==> src/pkg/acp_pkg.sv <==
/*
 * Package for the AXI channel trigger probes: the widths of the channel
 * handshake probes, their bit positions, the event compare table, the
 * trigger state encoding and the values held after reset.
 * Assumes a single clock domain and AXI handshake inputs that are
 * synchronous to that clock.
 */
// Behaviour
// - read-address probe: valid bit0, ready bit1
// - read-data probe: valid bit0, ready bit1, last bit2
// - write-address probe: valid bit0, ready bit1
// - write-data probe: valid bit0, ready bit1, last bit2
// - write-response probe: valid bit0, ready bit1
// - one probe per channel, events ORable
// - read address end when probe is 11
// - last read beat end when probe 111
// - non-last read beat end when probe 011
// - write address end when probe is 11
// - last write beat end when probe 111
// - non-last write beat end when probe 011
package acp_pkg;

    // ------------------------------------------------------------------
    // probe widths and bit positions
    // ------------------------------------------------------------------
    localparam int ADDR_PROBE_W = 2;  // address and response channels
    localparam int DATA_PROBE_W = 3;  // data channels carry last
    localparam int VALID_BIT    = 0;
    localparam int READY_BIT    = 1;
    localparam int LAST_BIT     = 2;

    // ------------------------------------------------------------------
    // channels and events
    // ------------------------------------------------------------------
    typedef enum logic [2:0] {
        CH_RD_ADDR  = 3'h0,
        CH_RD_DATA  = 3'h1,
        CH_WR_ADDR  = 3'h2,
        CH_WR_DATA  = 3'h3,
        CH_WR_RESP  = 3'h4
    } acp_chan_t;

    localparam int NUM_EVT       = 7;
    localparam int EVT_RA_END    = 0;
    localparam int EVT_RD_LAST   = 1;
    localparam int EVT_RD_BEAT   = 2;
    localparam int EVT_WA_END    = 3;
    localparam int EVT_WD_LAST   = 4;
    localparam int EVT_WD_BEAT   = 5;
    localparam int EVT_WR_RESP   = 6;

    // compare value and care mask per event, on a probe padded to three bits
    localparam acp_chan_t EVT_CHAN [NUM_EVT] = '{
        CH_RD_ADDR, CH_RD_DATA, CH_RD_DATA, CH_WR_ADDR,
        CH_WR_DATA, CH_WR_DATA, CH_WR_RESP};
    localparam logic [2:0] EVT_VALUE [NUM_EVT] = '{
        3'h3, 3'h7, 3'h3, 3'h3, 3'h7, 3'h3, 3'h3};
    localparam logic [2:0] EVT_MASK  [NUM_EVT] = '{
        3'h3, 3'h7, 3'h7, 3'h3, 3'h7, 3'h7, 3'h3};

    // ------------------------------------------------------------------
    // trigger sequencer states, gray along idle, armed, fired
    // ------------------------------------------------------------------
    typedef enum logic [1:0] {
        ST_IDLE  = 2'h0,
        ST_ARMED = 2'h1,
        ST_FIRED = 2'h3
    } acp_state_t;

    // ------------------------------------------------------------------
    // reset values
    // ------------------------------------------------------------------
    localparam logic [ADDR_PROBE_W-1:0] ADDR_PROBE_RST = 2'h0;
    localparam logic [DATA_PROBE_W-1:0] DATA_PROBE_RST = 3'h0;
    localparam logic [NUM_EVT-1:0]      EVT_RST        = 7'h00;
    localparam int                      CAPT_CNT_W_DEF = 16;

endpackage : acp_pkg

==> src/pkg/acp_probe_if.sv <==
/*
 * Interface carrying the five registered channel handshake probes from
 * the top of the probe block to its event comparator.
 * Assumes both ends sit in the same clock domain.
 */
interface acp_probe_if;

    // ------------------------------------------------------------------
    // channel probes
    // ------------------------------------------------------------------
    logic [acp_pkg::ADDR_PROBE_W-1:0] rd_addr;
    logic [acp_pkg::DATA_PROBE_W-1:0] rd_data;
    logic [acp_pkg::ADDR_PROBE_W-1:0] wr_addr;
    logic [acp_pkg::DATA_PROBE_W-1:0] wr_data;
    logic [acp_pkg::ADDR_PROBE_W-1:0] wr_resp;

    modport src  (output rd_addr, rd_data, wr_addr, wr_data, wr_resp);
    modport sink (input  rd_addr, rd_data, wr_addr, wr_data, wr_resp);

endinterface : acp_probe_if

==> src/design/acp_event_match.sv <==
/*
 * Event comparator: one masked compare per event, each against the whole
 * handshake probe of one channel.
 * Assumes probes that are already registered; output is combinational.
 */
module acp_event_match (
    acp_probe_if.sink              probes_in,
    output logic [acp_pkg::NUM_EVT-1:0] hit_out
);

    // ------------------------------------------------------------------
    // per event compare
    // ------------------------------------------------------------------
    for (genvar i = 0; i < acp_pkg::NUM_EVT; i++) begin : g_evt
        logic [2:0] sel;

        // pick the channel probe and pad it to three bits
        always_comb begin
            sel = 3'h0;
            case (acp_pkg::EVT_CHAN[i])
                acp_pkg::CH_RD_ADDR: sel = {1'h0, probes_in.rd_addr};
                acp_pkg::CH_RD_DATA: sel = probes_in.rd_data;
                acp_pkg::CH_WR_ADDR: sel = {1'h0, probes_in.wr_addr};
                acp_pkg::CH_WR_DATA: sel = probes_in.wr_data;
                acp_pkg::CH_WR_RESP: sel = {1'h0, probes_in.wr_resp};
                default:             sel = 3'h0;
            endcase
        end

        // a single compare covers the whole channel
        assign hit_out[i] =
            ((sel ^ acp_pkg::EVT_VALUE[i]) & acp_pkg::EVT_MASK[i]) == 3'h0;
    end

endmodule : acp_event_match

==> src/design/acp_top.sv <==
/*
 * AXI channel trigger probes: packs each channel's valid and ready, plus last
 * on the data channels, into one probe, detects channel events every cycle and ORs selected
 * events into a trigger strobe and, while armed or fired, a capture strobe, with a small arm/fire
 * sequencer and a count of captured cycles after the trigger.
 * Assumes the AXI handshake inputs are synchronous to ref_clk_in and the
 * enable and arm inputs are steady levels from a debug controller.
 */
module acp_top #(
    parameter int CAPT_CNT_W = acp_pkg::CAPT_CNT_W_DEF
) (
    input  wire logic                         ref_clk_in,
    input  wire logic                         rst_b_in,
    input  wire logic                         ar_valid_in,
    input  wire logic                         ar_ready_in,
    input  wire logic                         r_valid_in,
    input  wire logic                         r_ready_in,
    input  wire logic                         r_last_in,
    input  wire logic                         aw_valid_in,
    input  wire logic                         aw_ready_in,
    input  wire logic                         w_valid_in,
    input  wire logic                         w_ready_in,
    input  wire logic                         w_last_in,
    input  wire logic                         b_valid_in,
    input  wire logic                         b_ready_in,
    input  wire logic                         arm_in,
    input  wire logic [acp_pkg::NUM_EVT-1:0]  trig_enable_in,
    input  wire logic [acp_pkg::NUM_EVT-1:0]  capt_enable_in,
    output logic [acp_pkg::ADDR_PROBE_W-1:0]  read_addr_handshake_probe_out,
    output logic [acp_pkg::DATA_PROBE_W-1:0]  read_data_handshake_probe_out,
    output logic [acp_pkg::ADDR_PROBE_W-1:0]  write_addr_handshake_probe_out,
    output logic [acp_pkg::DATA_PROBE_W-1:0]  write_data_handshake_probe_out,
    output logic [acp_pkg::ADDR_PROBE_W-1:0]  write_resp_handshake_probe_out,
    output logic [acp_pkg::NUM_EVT-1:0]       event_out,
    output logic                              trigger_out,
    output logic                              capture_out,
    output logic                              armed_out,
    output logic                              fired_out,
    output logic [CAPT_CNT_W-1:0]             capture_count_out
);

    // ------------------------------------------------------------------
    // elaboration check
    // ------------------------------------------------------------------
    if (CAPT_CNT_W < 1 || CAPT_CNT_W > 32) begin : g_bad_cnt_w
        $error("acp_top: CAPT_CNT_W must lie between 1 and 32");
    end

    // ------------------------------------------------------------------
    // probe packing
    // ------------------------------------------------------------------
    acp_probe_if probes ();

    logic [acp_pkg::ADDR_PROBE_W-1:0] ra_probe_d, ra_probe_q;
    logic [acp_pkg::DATA_PROBE_W-1:0] rd_probe_d, rd_probe_q;
    logic [acp_pkg::ADDR_PROBE_W-1:0] wa_probe_d, wa_probe_q;
    logic [acp_pkg::DATA_PROBE_W-1:0] wd_probe_d, wd_probe_q;
    logic [acp_pkg::ADDR_PROBE_W-1:0] wr_probe_d, wr_probe_q;

    // concatenate each channel's handshake onto one probe
    always_comb begin
        ra_probe_d = acp_pkg::ADDR_PROBE_RST;
        rd_probe_d = acp_pkg::DATA_PROBE_RST;
        wa_probe_d = acp_pkg::ADDR_PROBE_RST;
        wd_probe_d = acp_pkg::DATA_PROBE_RST;
        wr_probe_d = acp_pkg::ADDR_PROBE_RST;
        ra_probe_d[acp_pkg::VALID_BIT] = ar_valid_in;
        ra_probe_d[acp_pkg::READY_BIT] = ar_ready_in;
        rd_probe_d[acp_pkg::VALID_BIT] = r_valid_in;
        rd_probe_d[acp_pkg::READY_BIT] = r_ready_in;
        rd_probe_d[acp_pkg::LAST_BIT]  = r_last_in;
        wa_probe_d[acp_pkg::VALID_BIT] = aw_valid_in;
        wa_probe_d[acp_pkg::READY_BIT] = aw_ready_in;
        wd_probe_d[acp_pkg::VALID_BIT] = w_valid_in;
        wd_probe_d[acp_pkg::READY_BIT] = w_ready_in;
        wd_probe_d[acp_pkg::LAST_BIT]  = w_last_in;
        wr_probe_d[acp_pkg::VALID_BIT] = b_valid_in;
        wr_probe_d[acp_pkg::READY_BIT] = b_ready_in;
    end

    // sample every probe on every rising clock edge
    always_ff @(posedge ref_clk_in or negedge rst_b_in) begin
        if (!rst_b_in) begin
            ra_probe_q <= acp_pkg::ADDR_PROBE_RST;
            rd_probe_q <= acp_pkg::DATA_PROBE_RST;
            wa_probe_q <= acp_pkg::ADDR_PROBE_RST;
            wd_probe_q <= acp_pkg::DATA_PROBE_RST;
            wr_probe_q <= acp_pkg::ADDR_PROBE_RST;
        end else begin
            ra_probe_q <= ra_probe_d;
            rd_probe_q <= rd_probe_d;
            wa_probe_q <= wa_probe_d;
            wd_probe_q <= wd_probe_d;
            wr_probe_q <= wr_probe_d;
        end
    end

    assign probes.rd_addr = ra_probe_q;
    assign probes.rd_data = rd_probe_q;
    assign probes.wr_addr = wa_probe_q;
    assign probes.wr_data = wd_probe_q;
    assign probes.wr_resp = wr_probe_q;

    assign read_addr_handshake_probe_out  = ra_probe_q;
    assign read_data_handshake_probe_out  = rd_probe_q;
    assign write_addr_handshake_probe_out = wa_probe_q;
    assign write_data_handshake_probe_out = wd_probe_q;
    assign write_resp_handshake_probe_out = wr_probe_q;

    // ------------------------------------------------------------------
    // event compare
    // ------------------------------------------------------------------
    logic [acp_pkg::NUM_EVT-1:0] hit;

    acp_event_match u_match (
        .probes_in (probes.sink),
        .hit_out   (hit)
    );

    // ------------------------------------------------------------------
    // trigger sequencer, strobes and capture count
    // ------------------------------------------------------------------
    acp_pkg::acp_state_t         state_d, state_q;
    logic [acp_pkg::NUM_EVT-1:0] event_d, event_q;
    logic                        trig_d, trig_q;
    logic                        capt_d, capt_q;
    logic [CAPT_CNT_W-1:0]       count_d, count_q;
    logic                        trig_hit;
    logic                        capt_hit;

    // OR of enabled events across channels, then sequencing
    always_comb begin
        trig_hit = |(hit & trig_enable_in);
        capt_hit = |(hit & capt_enable_in);
        event_d  = hit;
        trig_d   = trig_hit;
        capt_d   = capt_hit && (state_q != acp_pkg::ST_IDLE);
        state_d  = state_q;
        count_d  = count_q;
        case (state_q)
            acp_pkg::ST_IDLE: begin
                count_d = '0;
                if (arm_in) begin
                    state_d = acp_pkg::ST_ARMED;
                end
            end
            acp_pkg::ST_ARMED: begin
                if (!arm_in) begin
                    state_d = acp_pkg::ST_IDLE;
                end else if (trig_hit) begin
                    state_d = acp_pkg::ST_FIRED;
                end
            end
            acp_pkg::ST_FIRED: begin
                if (!arm_in) begin
                    state_d = acp_pkg::ST_IDLE;
                    count_d = '0;
                end else if (capt_hit && count_q != '1) begin
                    count_d = count_q + 1'h1;  // saturates at all ones
                end
            end
            default: begin
                state_d = acp_pkg::ST_IDLE;
                count_d = '0;
            end
        endcase
    end

    // register sequencer and strobes
    always_ff @(posedge ref_clk_in or negedge rst_b_in) begin
        if (!rst_b_in) begin
            state_q <= acp_pkg::ST_IDLE;
            event_q <= acp_pkg::EVT_RST;
            trig_q  <= 1'h0;
            capt_q  <= 1'h0;
            count_q <= '0;
        end else begin
            state_q <= state_d;
            event_q <= event_d;
            trig_q  <= trig_d;
            capt_q  <= capt_d;
            count_q <= count_d;
        end
    end

    assign event_out         = event_q;
    assign trigger_out       = trig_q;
    assign capture_out       = capt_q;
    assign armed_out         = (state_q == acp_pkg::ST_ARMED);
    assign fired_out         = (state_q == acp_pkg::ST_FIRED);
    assign capture_count_out = count_q;

    // ------------------------------------------------------------------
    // assertions and covers
    // ------------------------------------------------------------------
    logic [1:0] warm_q;

    // counts edges after reset so that past values are meaningful
    always_ff @(posedge ref_clk_in or negedge rst_b_in) begin
        if (!rst_b_in) begin
            warm_q <= 2'h0;
        end else if (warm_q != 2'h3) begin
            warm_q <= warm_q + 2'h1;
        end
    end
endmodule : acp_top

==> config.mk <==
export PLATFORM = sky130hd
export DESIGN_NAME = acp_top
export DESIGN_NICKNAME = d
export VERILOG_FILES = /design/src/pkg/acp_pkg.sv /design/src/pkg/acp_probe_if.sv /design/src/design/acp_event_match.sv /design/src/design/acp_top.sv
export SDC_FILE = /design/constraint.sdc
export NUM_CORES = 1
export LEC_CHECK = 0
export ABC_CLOCK_PERIOD_IN_PS = 2450
export CAP_MARGIN = 5
export CELL_PAD_IN_SITES_DETAIL_PLACEMENT = 0
export CELL_PAD_IN_SITES_GLOBAL_PLACEMENT = 2
export CORE_MARGIN = 5
export CORE_UTILIZATION = 37
export DETAILED_ROUTE_END_ITERATION = 7
export DONT_BUFFER_PORTS = 1
export PLACE_DENSITY = 0.81
export SETUP_SLACK_MARGIN = 0.05
export SYNTH_ARGS = -nofsm -noshare
export SYNTH_HDL_FRONTEND = slang
export SYNTH_SLANG_ARGS = --single-unit
==> constraint.sdc <==
create_clock -name ref_clk_in -period 2.45 [get_ports ref_clk_in]
set_input_delay 0.245 -clock ref_clk_in [delete_from_list [all_inputs] [get_ports ref_clk_in]]
set_output_delay 0.245 -clock ref_clk_in [all_outputs]
set_load 0.02 [all_outputs]
==> results.cfg <==
[run_status]
status = complete, no violations

[setup_path]
crit_path_max_incr_delay_ns = 0.55
cp_data_required_time_ns = 2.62
cp-start-kind = flip-flop
crit_slowest_cell = dfrtp_1
worstSetupPathType = flip-flop to flip-flop
crit_family = compound AO/OA/AOI/OAI gates
path_cells = ha_1, nand3_1, nor2_1, o21ai_1, o311a_1, a211o_1
cp-end-kind = flip-flop
cp_max_fo = 7
cp.arrival_ns = 2.33
critical_path.n_buffers_inverters = 0

[final_layout]
fill_cells = 460
drive_gt1_share_pct = 9.19
final_nets = 215
area_growth_pct = 18.9
antenna_cells = 0

[floorplan]
ioPinCount = 68
rows = 25
die_x_um = 78.9
start_util_pct = 37.6
dieArea_mm2 = 0.00622
fp.coreArea_mm2 = 0.00466
fp.dieH_um = 78.9

[pwr]
p_leak_nw = 0.928
power_density_mw_per_mm2 = 647
finalPower_mw = 1.35
peakVddDrop_uv = 262

[grt]
grt_max_degree = 40
grt_pass1_vias = 1498
grt.total_usage_pct = 15.4
overflow = 0
antenna_found_initial = 0
grt_pass1_wl_mm = 7.42

[clock_network]
tritoncts = built
clock_path_buffers = 2
clk_pin_slew_ns = 0.07
root_buffer = clkbuf_8
cts_buffers = 5
insertion_delay_ns = 0.29
clkSinkCount = 39
cts_max_level = 2

[placed_design]
globalplace.congestion = 0.714
io_buffers = 0
hpwl_mm = 3.15

[timing]
period_share_pct = 87.9
whs_ns = 0.0987
hold_viol_final = 0
fmax_mhz = 465
skew_ns = 0.00508
slew_viol_final = 0
setup-violations-final = 0
relSlewSlack_pct = 56.3
tns_ns = 0
grt_setup_unrepaired = false
tightest_slew_ns = 0.655
fin_crit_ns = 2.15

[route]
drcViolationCount = 0
dr.pass1.iters = 4
drt_first_iter_violations = 102
via_count = 1407
ant_nets = 0
routedWlPerCell_um = 18.6
wl_mm = 4.45
via_per_inst = 5.89

[logic_synthesis]
ys_async_sr_fraction_pct = 100
syn_inst = 165
ys_warn_count = 0
syn_avg_cell_area_um2 = 10.6
synth_cell_types = 41
syn_nets = 195
synth_area_mm2 = 0.00175
ys_seq_area_share_pct = 55.6
ys_ff_latch = 39
synth-main-ff-cell = dfrtp_1
synth_enable_flop_cells = 0

[hold_path]
hold_path_class = input port to flip-flop

[flow_run]
drv_cap = 0
-- synth_stat cells, types with 2 or more instances --
cell	instances	share of area, %
a211o_1	3	1.5
a21oi_1	6	1.7
a22oi_1	4	1.7
a2bb2oi_1	2	1.0
and2_1	5	1.8
and3_1	4	1.4
clkbuf_1	4	0.86
dfrtp_1	39	56
inv_1	5	1.1
mux2i_1	2	1.1
nand2_1	21	4.5
nand3_1	17	4.9
nand4_1	4	1.4
nor2_1	5	1.1
nor3_1	2	0.57
nor4_1	3	1.1
o211a_1	2	1.1
o211ai_1	5	2.1
o21ai_0	3	0.86
o311ai_0	2	1.0
or3_1	3	1.1
or4_1	5	2.1
-- cell families (layout without fill, tap and decap cells) --
group                    count (synthesis)  in the layout  share of synthesized area (%)
AO/OA/AOI/OAI                           37             37                           16.5
multiplexers                             3              3                           1.78
flip-flops                              39             39                           55.6
AND/OR/NAND/NOR                         75             75                           23.0
adder cells (fa/ha/maj)                  1              1                          0.713
buffers and inverters                   10             30                           2.35
-- per-layer routing --
metal / track usage, % / up-vias / part of all wire, %
met1: 17.3 / 687 / 39
met3: 6.58 / 9 / 8.5
met4: 5.50 / 0 / 1.8
met2: 26.0 / 50 / 51
met5: 0 / - / 0
li1: - / 661 / -
-- cell type report --
| class | count | area (um^2) | share of cell area (%) |
|---|---|---|---|
| clock inverter | 2 | 37.5 | 1.80 |
| multi-input combinational | 116 | 737 | 35.3 |
| tap | 54 | 67.6 | 3.24 |
| inverter | 5 | 18.8 | 0.900 |
| sequential | 39 | 976 | 46.8 |
| clock buffer | 5 | 68.8 | 3.30 |
| timing repair buffer | 18 | 180 | 8.64 |
-- flip-flops by register name, indices dropped and copies added, names as in the netlist --
register / count
capture_out: 1
read_data_handshake_probe_out: 3
write_addr_handshake_probe_out: 2
capture_count_out: 16
write_data_handshake_probe_out: 3
trigger_out: 1
state_q: 2
read_addr_handshake_probe_out: 2
event_out: 7
write_resp_handshake_probe_out: 2
-- power by group --
part           switching [mW]  internal (mW)
Combinational          0.0647         0.0428
Clock                   0.218          0.297
Sequential             0.0564          0.669
-- worst paths after layout --
check                                                    endpoint                        startpoint  cells after the start  slack [ns]
worst max register to register   capture_count_out[8]$_DFFE_PN0P_  capture_count_out[0]$_DFFE_PN0P_                      6        0.30
worst min-delay path                       state_q[1]$_DFFE_PN0P_                            arm_in                      1         0.1
worst min register to register             state_q[0]$_DFFE_PN0P_            state_q[1]$_DFFE_PN0P_                      1        0.57
max in group asynchronous       capture_count_out[10]$_DFFE_PN0P_                          rst_b_in                      2        1.83
worst max-delay path             capture_count_out[8]$_DFFE_PN0P_  capture_count_out[0]$_DFFE_PN0P_                      6        0.30
min in group asynchronous                  state_q[1]$_DFFE_PN0P_                          rst_b_in                      2        0.43
-- worst reg2reg max path: cells and delay by family (launching register included) --
family	cells	cell delay [ns]
compound gates	3	0.81
flops	1	0.55
simple gates	2	0.42
fa+ha+maj	1	0.25
-- cells in the final DEF, fill, tap and decap left out, types with 2 or more instances in the layout --
cell,n
a211o_1,3
a21oi_1,6
a22oi_1,4
a2bb2oi_1,2
and2_1,5
and3_1,4
buf_4,4
clkbuf_8,5
dfrtp_1,39
dlygate4sd3_1,13
inv_1,5
mux2i_1,2
nand2_1,21
nand3_1,17
nand4_1,4
nor2_1,5
nor3_1,2
nor4_1,3
o211a_1,2
o211ai_1,5
o21ai_0,3
o311ai_0,2
or3_1,3
or4_1,5
-- metrics by stage --
stage | cells | utilization [%] | area [um^2] | setup slack [ns]
2_1_floorplan | 165 | - | 1750 | 0.550
3_3_place_gp | 218 | 39.2 | 1830 | 0.403
3_5_place_dp | 218 | 39.2 | 1830 | 0.316
4_1_cts | 239 | 44.8 | 2090 | 0.287
5_1_grt | 239 | 44.8 | 2090 | 0.152
6_report | 239 | 44.8 | 2090 | 0.298
-- repair_timing --
action,4_1_cts,5_1_grt
hold buffers,14,0
buffers inserted,0,0
gates resized for setup,0,0
endpoints found under the hold margin,51,0
Note: power is estimated with default switching activity, not from simulation.
